### config.mk
export PLATFORM = sky130hd
export DESIGN_NAME = cag_core
export DESIGN_NICKNAME = d
export VERILOG_FILES = /design/src/rtl/cag_pkg.sv /design/src/rtl/cag_core.sv
export VERILOG_INCLUDE_DIRS = /design/src /design/src/rtl
export SDC_FILE = /design/constraint.sdc
export NUM_CORES = 1
export LEC_CHECK = 0
export BUFFER_PORTS_ARGS = -buffer_cell sky130_fd_sc_hd__buf_2
export CORE_MARGIN = 2
export CORE_UTILIZATION = 30
export CTS_BUF_LIST = sky130_fd_sc_hd__clkbuf_16
export DETAILED_ROUTE_END_ITERATION = 7
export GPL_ROUTABILITY_DRIVEN = 1
export PLACE_DENSITY = 0.54
export SLEW_MARGIN = 20
export SYNTH_ARGS = -nofsm -noshare
export SYNTH_HDL_FRONTEND = slang
export SYNTH_SLANG_ARGS = --single-unit
### constraint.sdc
create_clock -name clk_sys -period 10.9 [get_ports clk_sys]
set_clock_uncertainty 0.05 [all_clocks]
set_input_delay 2.18 -clock clk_sys [delete_from_list [all_inputs] [get_ports clk_sys]]
set_output_delay 2.18 -clock clk_sys [all_outputs]
set_load 0.02 [all_outputs]
### src/rtl/cag_cfg.svh
`ifndef CAG_CFG_SVH
`define CAG_CFG_SVH
// Instruction word field positions
`define CAG_OPC_HI 15
`define CAG_OPC_LO 12
`define CAG_CC_HI 11
`define CAG_CC_LO 8
`define CAG_AREG_HI 6
`define CAG_AREG_LO 4
`define CAG_DREG_HI 3
`define CAG_DREG_LO 0
`define CAG_BITN_HI 6
`define CAG_BITN_LO 4
`define CAG_TRAP_HI 5
`define CAG_TRAP_LO 4
// Address space
`define CAG_AW 24
`define CAG_ABS8_FILL 16'hFFFF
`define CAG_PROG_UPPER 8'h00
// Access size steps
`define CAG_STEP_B 24'h000001
`define CAG_STEP_W 24'h000002
`define CAG_STEP_L 24'h000004
// Reset values
`define CAG_RST_ADDR 24'h000000
`define CAG_RST_DATA 32'h00000000
`endif

### src/rtl/cag_pkg.sv
`default_nettype none
package cag_pkg;
	typedef enum logic [4:0] {
		CAG_ST_RESET = 5'h01,
		CAG_ST_EXCEPT = 5'h02,
		CAG_ST_EXEC = 5'h04,
		CAG_ST_BUSREL = 5'h08,
		CAG_ST_STOP = 5'h10
	} cag_state_type;
	typedef enum logic [1:0] {
		CAG_EA_IDLE = 2'h1,
		CAG_EA_INDRD = 2'h2
	} cag_eafsm_type;
	typedef enum logic [3:0] {
		CAG_M_REGDIR = 4'h0,
		CAG_M_REGIND = 4'h1,
		CAG_M_DISP16 = 4'h2,
		CAG_M_DISP32 = 4'h3,
		CAG_M_POSTINC = 4'h4,
		CAG_M_PREDEC = 4'h5,
		CAG_M_ABS8 = 4'h6,
		CAG_M_ABS16 = 4'h7,
		CAG_M_ABS24 = 4'h8,
		CAG_M_ABS32 = 4'h9,
		CAG_M_IMM8 = 4'hA,
		CAG_M_IMM16 = 4'hB,
		CAG_M_IMM32 = 4'hC,
		CAG_M_PCREL8 = 4'hD,
		CAG_M_PCREL16 = 4'hE,
		CAG_M_MEMIND = 4'hF
	} cag_mode_type;
	typedef enum logic [1:0] {
		CAG_SZ_BYTE = 2'h0,
		CAG_SZ_WORD = 2'h1,
		CAG_SZ_LONG = 2'h2
	} cag_size_type;
	typedef enum logic [1:0] {
		CAG_IC_ALU = 2'h0,
		CAG_IC_XFER = 2'h1,
		CAG_IC_BIT = 2'h2,
		CAG_IC_BRANCH = 2'h3
	} cag_class_type;
endpackage
`default_nettype wire

### src/rtl/cag_core.sv
`include "cag_cfg.svh"
`default_nettype none
// Operation
// - 16-bit instruction units; opcode in top four bits; branches carry cc.
// - Address register uses 3-bit code; data register uses 3 or 4 bits.
// - Extension after opcode is 8, 16 or 32 bits of data or address.
// - Register direct picks a 32-bit register, 16-bit half or low-half byte.
// - Register-indirect program address keeps low 24 bits, upper 8 zero.
// - Displacement mode adds sign-extended 16-bit or 32-bit offset to register.
// - Post-increment adds 1, 2 or 4 after access by size.
// - Pre-decrement subtracts 1, 2 or 4 first; result used and written back.
// - 8-bit absolute data address fills upper bits with ones.
// - 16-bit absolute is sign-extended; 32-bit absolute reaches whole space.
// - 24-bit absolute is program address only, upper 8 bits zero.
// - Immediates 8/16/32 bits; 3-bit bit number; 2-bit trap vector field.
// - PC-relative adds sign-extended 8/16-bit offset to next PC, 24 bits.
// - Memory indirect reads longword at 8-bit address 0-255; top byte zero.
// - Odd word, longword or branch address has its low bit forced zero; the memory-indirect longword read address is not.
// - Allowed addressing modes depend on instruction class; others flagged.
// - Low reset pin stops all, masks interrupts; exception on its release.
// - Watchdog overflow enters reset state like the reset pin.
// - Exceptions enter exception state, read the vector, then branch.
// - Bus request releases bus, halts until returned; requester holds it.
// - Sleep instruction or hardware standby enter program-stop state.
module cag_core
	import cag_pkg::*;
(
	input wire logic clk_sys,
	input wire logic rst,
	input wire logic ce,
	input wire logic res_n,
	input wire logic wdt_ovf,
	input wire logic exc_req,
	input wire logic [23:0] exc_vec_addr,
	input wire logic bus_req,
	input wire logic sleep_exec,
	input wire logic hw_standby,
	input wire logic dec_valid,
	input wire logic [15:0] op_word,
	input wire logic [31:0] ext_data,
	input wire cag_mode_type ea_mode,
	input wire cag_size_type acc_size,
	input wire cag_class_type instr_class,
	input wire logic [31:0] gpr_rd_data,
	input wire logic [23:0] next_pc,
	input wire logic mem_rvalid,
	input wire logic [31:0] mem_rdata,
	output cag_state_type cpu_state,
	output logic int_mask,
	output logic bus_grant,
	output logic dec_ready,
	output logic ea_valid,
	output logic ea_err,
	output logic ea_is_mem,
	output logic [23:0] ea_addr,
	output logic [31:0] opnd_data,
	output logic [3:0] opcode,
	output logic [3:0] cond_code,
	output logic [2:0] areg_idx,
	output logic [3:0] dreg_idx,
	output logic [2:0] bit_num,
	output logic [1:0] trap_vec,
	output logic wb_en,
	output logic [2:0] wb_idx,
	output logic [31:0] wb_data,
	output logic br_valid,
	output logic [23:0] br_target,
	output logic mem_rd_req,
	output logic [23:0] mem_addr
);

	function automatic logic [23:0] sext8(input logic [7:0] v);
		sext8 = {{16{v[7]}}, v};
	endfunction

	function automatic logic [23:0] sext16(input logic [15:0] v);
		sext16 = {{8{v[15]}}, v};
	endfunction

	function automatic logic [23:0] step_of(input cag_size_type s);
		case (s)
			CAG_SZ_BYTE: step_of = `CAG_STEP_B;
			CAG_SZ_WORD: step_of = `CAG_STEP_W;
			default: step_of = `CAG_STEP_L;
		endcase
	endfunction

	// Odd word/long accesses and branch targets go to the even address below
	function automatic logic [23:0] align(input logic [23:0] a,
		input logic force_even);
		align = force_even ? {a[23:1], 1'b0} : a;
	endfunction

	function automatic logic mode_ok(input cag_class_type c,
		input cag_mode_type m);
		case (c)
			CAG_IC_ALU: mode_ok = (m == CAG_M_REGDIR) || (m == CAG_M_IMM8) ||
				(m == CAG_M_IMM16) || (m == CAG_M_IMM32);
			CAG_IC_XFER: mode_ok = (m != CAG_M_PCREL8) &&
				(m != CAG_M_PCREL16) && (m != CAG_M_MEMIND) &&
				(m != CAG_M_ABS24);
			CAG_IC_BIT: mode_ok = (m == CAG_M_REGDIR) ||
				(m == CAG_M_REGIND) || (m == CAG_M_ABS8) ||
				(m == CAG_M_ABS16) || (m == CAG_M_ABS32);
			default: mode_ok = (m == CAG_M_PCREL8) || (m == CAG_M_PCREL16) ||
				(m == CAG_M_MEMIND) || (m == CAG_M_REGIND) ||
				(m == CAG_M_ABS24);
		endcase
	endfunction

	cag_state_type state_q;
	cag_state_type state_d;
	cag_eafsm_type ea_q;
	logic res_n_q;
	logic [23:0] reg24;
	logic [23:0] step;
	logic [23:0] calc_addr;
	logic [31:0] calc_opnd;
	logic calc_mem;
	logic calc_br;
	logic calc_wb;
	logic [23:0] calc_wbv;
	logic legal;
	logic take;
	logic even_req;

	assign take = dec_valid && dec_ready && (state_q == CAG_ST_EXEC);
	assign reg24 = gpr_rd_data[23:0];
	assign step = step_of(acc_size);
	assign legal = mode_ok(instr_class, ea_mode);

	// Address arithmetic is all 24 bits wide, so sums wrap
	always_comb begin
		calc_addr = `CAG_RST_ADDR;
		calc_opnd = `CAG_RST_DATA;
		calc_mem = 1'b1;
		calc_br = 1'b0;
		calc_wb = 1'b0;
		calc_wbv = reg24;
		case (ea_mode)
			CAG_M_REGDIR: begin
				calc_mem = 1'b0;
				case (acc_size)
					CAG_SZ_BYTE:
						calc_opnd = {24'h000000, op_word[`CAG_DREG_HI] ?
							gpr_rd_data[7:0] : gpr_rd_data[15:8]};
					CAG_SZ_WORD:
						calc_opnd = {16'h0000, op_word[`CAG_DREG_HI] ?
							gpr_rd_data[31:16] : gpr_rd_data[15:0]};
					default: calc_opnd = gpr_rd_data;
				endcase
			end
			CAG_M_REGIND: begin
				calc_addr = reg24;
				calc_br = (instr_class == CAG_IC_BRANCH);
			end
			CAG_M_DISP16: calc_addr = reg24 + sext16(ext_data[15:0]);
			CAG_M_DISP32: calc_addr = reg24 + ext_data[23:0];
			CAG_M_POSTINC: begin
				calc_addr = reg24;
				calc_wb = 1'b1;
				calc_wbv = reg24 + step;
			end
			CAG_M_PREDEC: begin
				calc_addr = reg24 - step;
				calc_wb = 1'b1;
				calc_wbv = reg24 - step;
			end
			CAG_M_ABS8:
				calc_addr = {`CAG_ABS8_FILL, ext_data[7:0]};
			CAG_M_ABS16: calc_addr = sext16(ext_data[15:0]);
			CAG_M_ABS24: begin
				calc_addr = ext_data[23:0];
				calc_br = 1'b1;
			end
			CAG_M_ABS32: calc_addr = ext_data[23:0];
			CAG_M_IMM8: begin
				calc_mem = 1'b0;
				calc_opnd = {24'h000000, ext_data[7:0]};
			end
			CAG_M_IMM16: begin
				calc_mem = 1'b0;
				calc_opnd = {16'h0000, ext_data[15:0]};
			end
			CAG_M_IMM32: begin
				calc_mem = 1'b0;
				calc_opnd = ext_data;
			end
			CAG_M_PCREL8: begin
				calc_mem = 1'b0;
				calc_br = 1'b1;
				calc_addr = next_pc + sext8(op_word[7:0]);
			end
			CAG_M_PCREL16: begin
				calc_mem = 1'b0;
				calc_br = 1'b1;
				calc_addr = next_pc + sext16(ext_data[15:0]);
			end
			default: begin
				calc_addr = {16'h0000, ext_data[7:0]};
			end
		endcase
	end

	assign even_req = calc_br || (acc_size != CAG_SZ_BYTE);

	// Processing-state sequencing
	always_comb begin
		state_d = state_q;
		case (state_q)
			CAG_ST_RESET:
				if (res_n && !res_n_q) state_d = CAG_ST_EXCEPT;
			CAG_ST_EXCEPT:
				if (mem_rvalid && mem_rd_req) state_d = CAG_ST_EXEC;
			CAG_ST_EXEC:
				if (ea_q == CAG_EA_IDLE && !take) begin
					if (exc_req) state_d = CAG_ST_EXCEPT;
					else if (bus_req) state_d = CAG_ST_BUSREL;
					else if (sleep_exec || hw_standby)
						state_d = CAG_ST_STOP;
				end
			CAG_ST_BUSREL:
				if (!bus_req) state_d = CAG_ST_EXEC;
			CAG_ST_STOP:
				if (exc_req && !hw_standby) state_d = CAG_ST_EXCEPT;
			default: state_d = CAG_ST_RESET;
		endcase
		if (!res_n || wdt_ovf) state_d = CAG_ST_RESET;
	end

	always_ff @(posedge clk_sys or posedge rst) begin
		if (rst) begin
			state_q <= CAG_ST_RESET;
			res_n_q <= 1'b0;
		end else if (ce) begin
			state_q <= state_d;
			res_n_q <= res_n && !wdt_ovf;
		end
	end

	always_ff @(posedge clk_sys or posedge rst) begin
		if (rst) begin
			cpu_state <= CAG_ST_RESET;
			int_mask <= 1'b1;
			bus_grant <= 1'b0;
		end else if (ce) begin
			cpu_state <= state_d;
			int_mask <= (state_d == CAG_ST_RESET) ||
				(state_d == CAG_ST_EXCEPT && state_q == CAG_ST_RESET) ||
				(int_mask && state_q != CAG_ST_EXEC);
			bus_grant <= (state_d == CAG_ST_BUSREL);
		end
	end

	// Field extraction of the first instruction unit
	always_ff @(posedge clk_sys or posedge rst) begin
		if (rst) begin
			opcode <= 4'h0;
			cond_code <= 4'h0;
			areg_idx <= 3'h0;
			dreg_idx <= 4'h0;
			bit_num <= 3'h0;
			trap_vec <= 2'h0;
		end else if (ce && take) begin
			opcode <= op_word[`CAG_OPC_HI:`CAG_OPC_LO];
			cond_code <= op_word[`CAG_CC_HI:`CAG_CC_LO];
			areg_idx <= op_word[`CAG_AREG_HI:`CAG_AREG_LO];
			dreg_idx <= op_word[`CAG_DREG_HI:`CAG_DREG_LO];
			bit_num <= op_word[`CAG_BITN_HI:`CAG_BITN_LO];
			trap_vec <= op_word[`CAG_TRAP_HI:`CAG_TRAP_LO];
		end
	end

	// Effective-address pipeline and indirect fetch
	always_ff @(posedge clk_sys or posedge rst) begin
		if (rst) begin
			ea_q <= CAG_EA_IDLE;
			dec_ready <= 1'b0;
			ea_valid <= 1'b0;
			ea_err <= 1'b0;
			ea_is_mem <= 1'b0;
			ea_addr <= `CAG_RST_ADDR;
			opnd_data <= `CAG_RST_DATA;
			wb_en <= 1'b0;
			wb_idx <= 3'h0;
			wb_data <= `CAG_RST_DATA;
			br_valid <= 1'b0;
			br_target <= `CAG_RST_ADDR;
			mem_rd_req <= 1'b0;
			mem_addr <= `CAG_RST_ADDR;
		end else if (ce) begin
			ea_valid <= 1'b0;
			ea_err <= 1'b0;
			wb_en <= 1'b0;
			br_valid <= 1'b0;
			case (ea_q)
				CAG_EA_IDLE: begin
					if (state_d == CAG_ST_EXCEPT && state_q != CAG_ST_EXCEPT) begin
						mem_rd_req <= 1'b1;
						mem_addr <= align(exc_vec_addr, 1'b1);
					end else if (state_q == CAG_ST_EXCEPT && mem_rvalid &&
						mem_rd_req) begin
						mem_rd_req <= 1'b0;
						br_valid <= 1'b1;
						br_target <= align(mem_rdata[23:0], 1'b1);
					end else if (take && !legal) begin
						ea_valid <= 1'b1;
						ea_err <= 1'b1;
					end else if (take && ea_mode == CAG_M_MEMIND) begin
						ea_q <= CAG_EA_INDRD;
						mem_rd_req <= 1'b1;
						mem_addr <= calc_addr;
					end else if (take) begin
						ea_valid <= 1'b1;
						ea_is_mem <= calc_mem && !calc_br;
						ea_addr <= align(calc_addr, even_req);
						opnd_data <= calc_opnd;
						wb_en <= calc_wb;
						wb_idx <= op_word[`CAG_AREG_HI:`CAG_AREG_LO];
						wb_data <= {gpr_rd_data[31:24], calc_wbv};
						br_valid <= calc_br;
						br_target <= align(calc_addr, 1'b1);
					end
				end
				CAG_EA_INDRD: begin
					// Stays here until the longword arrives or reset state is entered; no timeout
					if (mem_rvalid) begin
						ea_q <= CAG_EA_IDLE;
						mem_rd_req <= 1'b0;
						ea_valid <= 1'b1;
						ea_is_mem <= 1'b0;
						ea_addr <= mem_addr;
						br_valid <= 1'b1;
						br_target <= align(mem_rdata[23:0], 1'b1);
					end
				end
				default: ea_q <= CAG_EA_IDLE;
			endcase
			if (state_d == CAG_ST_RESET) begin
				ea_q <= CAG_EA_IDLE;
				mem_rd_req <= 1'b0;
			end
			dec_ready <= (state_d == CAG_ST_EXEC) && (ea_q == CAG_EA_IDLE) &&
				!(take && ea_mode == CAG_M_MEMIND && legal);
		end
	end

endmodule
`default_nettype wire

==> metrics.log <==
[metrics] result of the run: finished clean
[metrics] wire length per cell: between 20 and 25 µm
[metrics] crit path DAT: 6.66 ns
[metrics] max-cap check violation count: 0
[metrics] Area Growth Syn to Fin: 18.6%
[metrics] Slew Viols, Final: 0
[metrics] die span in x: 224 µm
[metrics] final number of hold-violating endpoints: 0
[metrics] number of remaining DRC errors: 0
[metrics] count of input and output buffers: 340
[metrics] Synthesis Warnings: 0
[metrics] clock root buffer: clkbuf_16
[metrics] parity-gate share of the synthesized area counting xor and xnor cells: between 4 and 5%
[metrics] leakage component of the power: 8.03 nW
[metrics] pin count of the biggest net entering global routing: 104
[metrics] DRT iter0 DRCs: 1466
[metrics] post-placement cell count: 2674
[metrics] number of antenna violations at the first check in global routing: 10
[metrics] Synth async-reset ratio: 100%
[metrics] detailed-route vias per instance: 5.69
[metrics] startpoint of the worst register-to-register path: cpu_state[1]
[metrics] # hold bufs at CTS: 0
[metrics] power per unit of standard cell area: 115 nW/µm²
[metrics] routed via count: between 15000 and 20000
[metrics] core box area: 47600 µm²
[metrics] CTS tree: built
[metrics] setup repair after global routing missed its margin: no
[metrics] count of H-tree levels built during CTS: 4
[metrics] Post-Syn Nets: 2090
[metrics] met2 usage: 37.6%
[metrics] sum of net half-perimeters after detailed placement: 47200 µm
[metrics] total number of placement rows: 80
[metrics] relative slew slack: between 20% and 30%
[metrics] nets@finish: 2339
[metrics] critical path class: primary input to register
[metrics] Primary FF master, synth: dfrtp_1
[metrics] destination of the critical timing path: br_target[16]
[metrics] commonest cells after routing, fill and taps aside: 340 x buf_2, 183 x o21ai_0, 177 x nor2_1, 174 x nand2_1, 167 x dfrtp_1
[metrics] logic depth of the worst register-to-register path: 9
[metrics] setup violation total in the final timing report: 0
[metrics] fraction of final layout cells with drive strength greater than 1: 22.7%
[metrics] Remaining Overflow, GRT: 0
[metrics] Seq cells post-synth: 170
[metrics] fin crit share: 58.4%
[metrics] Hold WC Path Type: register to register
[metrics] critical path data required time: approximately 11 ns
[metrics] number of flops mapped to enable cells by yosys: 0
[metrics] type of element launching the critical path: primary input
[metrics] met1 global-route usage: 32.7%
[metrics] highest-utilization routing layer at the global route stage: met2
[metrics] routing usage on met3: 5.04%
[metrics] number of setup buffers added after CTS: 0
[metrics] type of destination of the critical path: register
[metrics] Worst Setup SP: ea_mode[0]
[metrics] PostCTS Resize Cnt: 0
[metrics] worst-path cell chain: buf_2 > nand4b_1 > buf_4 > mux2_2 > ha_1 > inv_1 > fa_1 > nor2b_1 > o31ai_1 > a211oi_1 > nor2_1 > o31ai_1 > xnor2_1 > o221ai_1 > a211oi_1 > o21ai_0
[metrics] complex-gate fraction of the synthesized area: slightly below 30%
[metrics] Routed Antenna Nets: 0
[metrics] Die Span Y: 224 µm
[metrics] FMAX: between 150 and 200 MHz
[metrics] main combinational cell family by area after synthesis: compound AO/OA/AOI/OAI gates
[metrics] simple logic cell fraction of the synthesized area: 19.5%
[metrics] peak per-stage delay on the critical path: roughly 0.60 ns
[metrics] Worst R2R Setup Slack: 7.10 ns
[metrics] Avg Synthesized Cell Area: 7.91 µm²
[metrics] CTS clock-pin slew for the worst setup and hold paths: 0.07 ns
[metrics] share of cell area taken by muxes after synthesis: about 5%
[metrics] vias in the first global route: approximately 14000
[metrics] number of search-and-repair iterations in the first detailed-routing pass: 6
[metrics] cell with the largest stage delay on the worst path: a211oi_1
[metrics] placer's final routability congestion estimate: 0.893
[metrics] sequential share of the synthesized area: 29.4%
[metrics] latest clock arrival within the worst-skew pair: 0.48 ns
[metrics] final standard cell count with taps included and fillers excluded: 2711
[metrics] Syn Inst Count: between 1500 and 2000
[metrics] commonest non-fill, non-tap cell in the layout: buf_2
[metrics] final critical path time including I/O delays and setup: between 6 and 7 ns
[metrics] Adder-Cell Fraction of Synth Area: approximately 7.3%
[metrics] number of clock buffers inserted by TritonCTS: 17
[metrics] Critical R2R Capture: mem_addr[10]
[metrics] wire length reported by the detailed router: 60700 µm
[metrics] first-pass GRT wire length: 90500 µm
[metrics] initial cell density of the core: between 30 and 40%
[metrics] total die area: between 50000 and 60000 µm²
[metrics] GRT Util Overall: between 20% and 30%
[metrics] # clock sinks: 170
[metrics] largest buffer count on any clock path: 2
[metrics] I/O pin total: ~350
[metrics] worst slew pin tran: 1.07 ns
[metrics] largest fanout on the critical path: 29
[metrics] maximum vdd ir drop: around 0.075 mV
[metrics] netlist area before placement: roughly 14000 µm²
[metrics] final design utilization: 36.0%
[metrics] Setup Total Neg Slack: 0 ns
[metrics] Cell variety after synth: 89
flip-flops by register name, summed over array words and instances, names as in the netlist:
register    count
ea_q            2
mem_rd_req      1
bus_grant       1
cond_code       4
ea_err          1
wb_data        32
cpu_state       5
int_mask        1
br_valid        1
res_n_q         1
wb_idx          3
dreg_idx        4
bit_num         3
ea_valid        1
ea_addr        24
ea_is_mem       1
mem_addr       24
wb_en           1
opnd_data      32
dec_ready       1
br_target      23
opcode          4
synthesized netlist by cell type, drive strengths merged, types with 9 or more instances:
cell	number	share of area, %
ha	77	6.7
o21a	23	1.2
o31ai	10	0.52
xor2	36	2.2
nand2	174	4.5
a31oi	28	1.2
nand3	49	1.7
and3	19	0.82
mux2	51	4.0
or3	16	0.80
nor3	50	1.8
o21bai	11	0.57
o22ai	20	0.86
o21ai	196	6.8
xnor2	41	2.5
o211ai	12	0.62
nand2b	18	0.78
a21oi	152	5.3
nand4	23	0.99
inv	52	1.3
a211oi	33	1.8
clkbuf	103	2.7
nor2	181	4.7
o221ai	15	0.91
nor2b	15	0.65
a22oi	36	1.9
a22o	9	0.54
mux2i	16	1.1
dfrtp	167	29
a21o	29	1.5
buf	26	1.0
a221oi	19	1.2
metal layers:
layer | part of all wire (%) | routed length (µm)
met1 | 46 | 27700
met4 | 2.0 | 1240
met5 | 0.094 | 57
met2 | 45 | 27200
met3 | 7.4 | 4480
final cells by class:
| cell class | count | area (µm²) |
|---|---|---|
| inverters | 53 | 206 |
| well taps | 615 | 769 |
| fillers | 5047 | 30500 |
| clock buffers | 17 | 425 |
| multi-input cells | 1477 | 9510 |
| diodes | 5 | 12.5 |
| clock inverters | 15 | 139 |
| repair buffers | 359 | 1850 |
| flip-flops and latches | 170 | 4260 |
per-stage QoR:
stage	total power [mW]	setup slack [ns]	instance area, µm²	hold WS (ns)
after floorplan	1.13	4.07	14500	0.447
after global placement	1.36	4.06	16600	0.409
after detailed placement	1.37	4.07	16600	0.416
after CTS	1.99	4.55	17100	0.433
after global routing	2.09	4.28	17200	0.462
final	1.98	4.53	17200	0.429
critical path: cells and delay by family:
family	cells	cell delay, ns
AOI/OAI and AO/OA	6	1.96
xor gates and xnor gates	1	0.18
and+or+nand+nor	3	0.60
buffers and inverters	3	0.88
muxes	1	0.23
adders and majority gates	2	0.62
worst min-delay path by stage:
stage | from | to | slack, ns | cells after the start
after floorplan | res_n_q | res_n_q | 0.45 | 2
after global placement | br_target[14] | br_target[14] | 0.41 | 2
after detailed placement | br_target[4] | br_target[4] | 0.42 | 2
after CTS | br_target[4] | br_target[4] | 0.43 | 2
after global routing | ea_addr[18] | ea_addr[18] | 0.46 | 2
final | br_target[4] | br_target[4] | 0.43 | 2
where the power goes:
part	internal, mW	switching (mW)
registers	0.677	0.0359
logic	0.230	0.426
clock network	0.318	0.290
total	1.23	0.752
cells by family after synthesis:
group,Yosys count
buffers and inverters,182
and+or+nand+nor,594
xor gates and xnor gates,77
adders and majority gates,82
other,1
DFF,170
muxes,67
AOI/OAI and AO/OA,656
(Power assumes the default switching activity.)
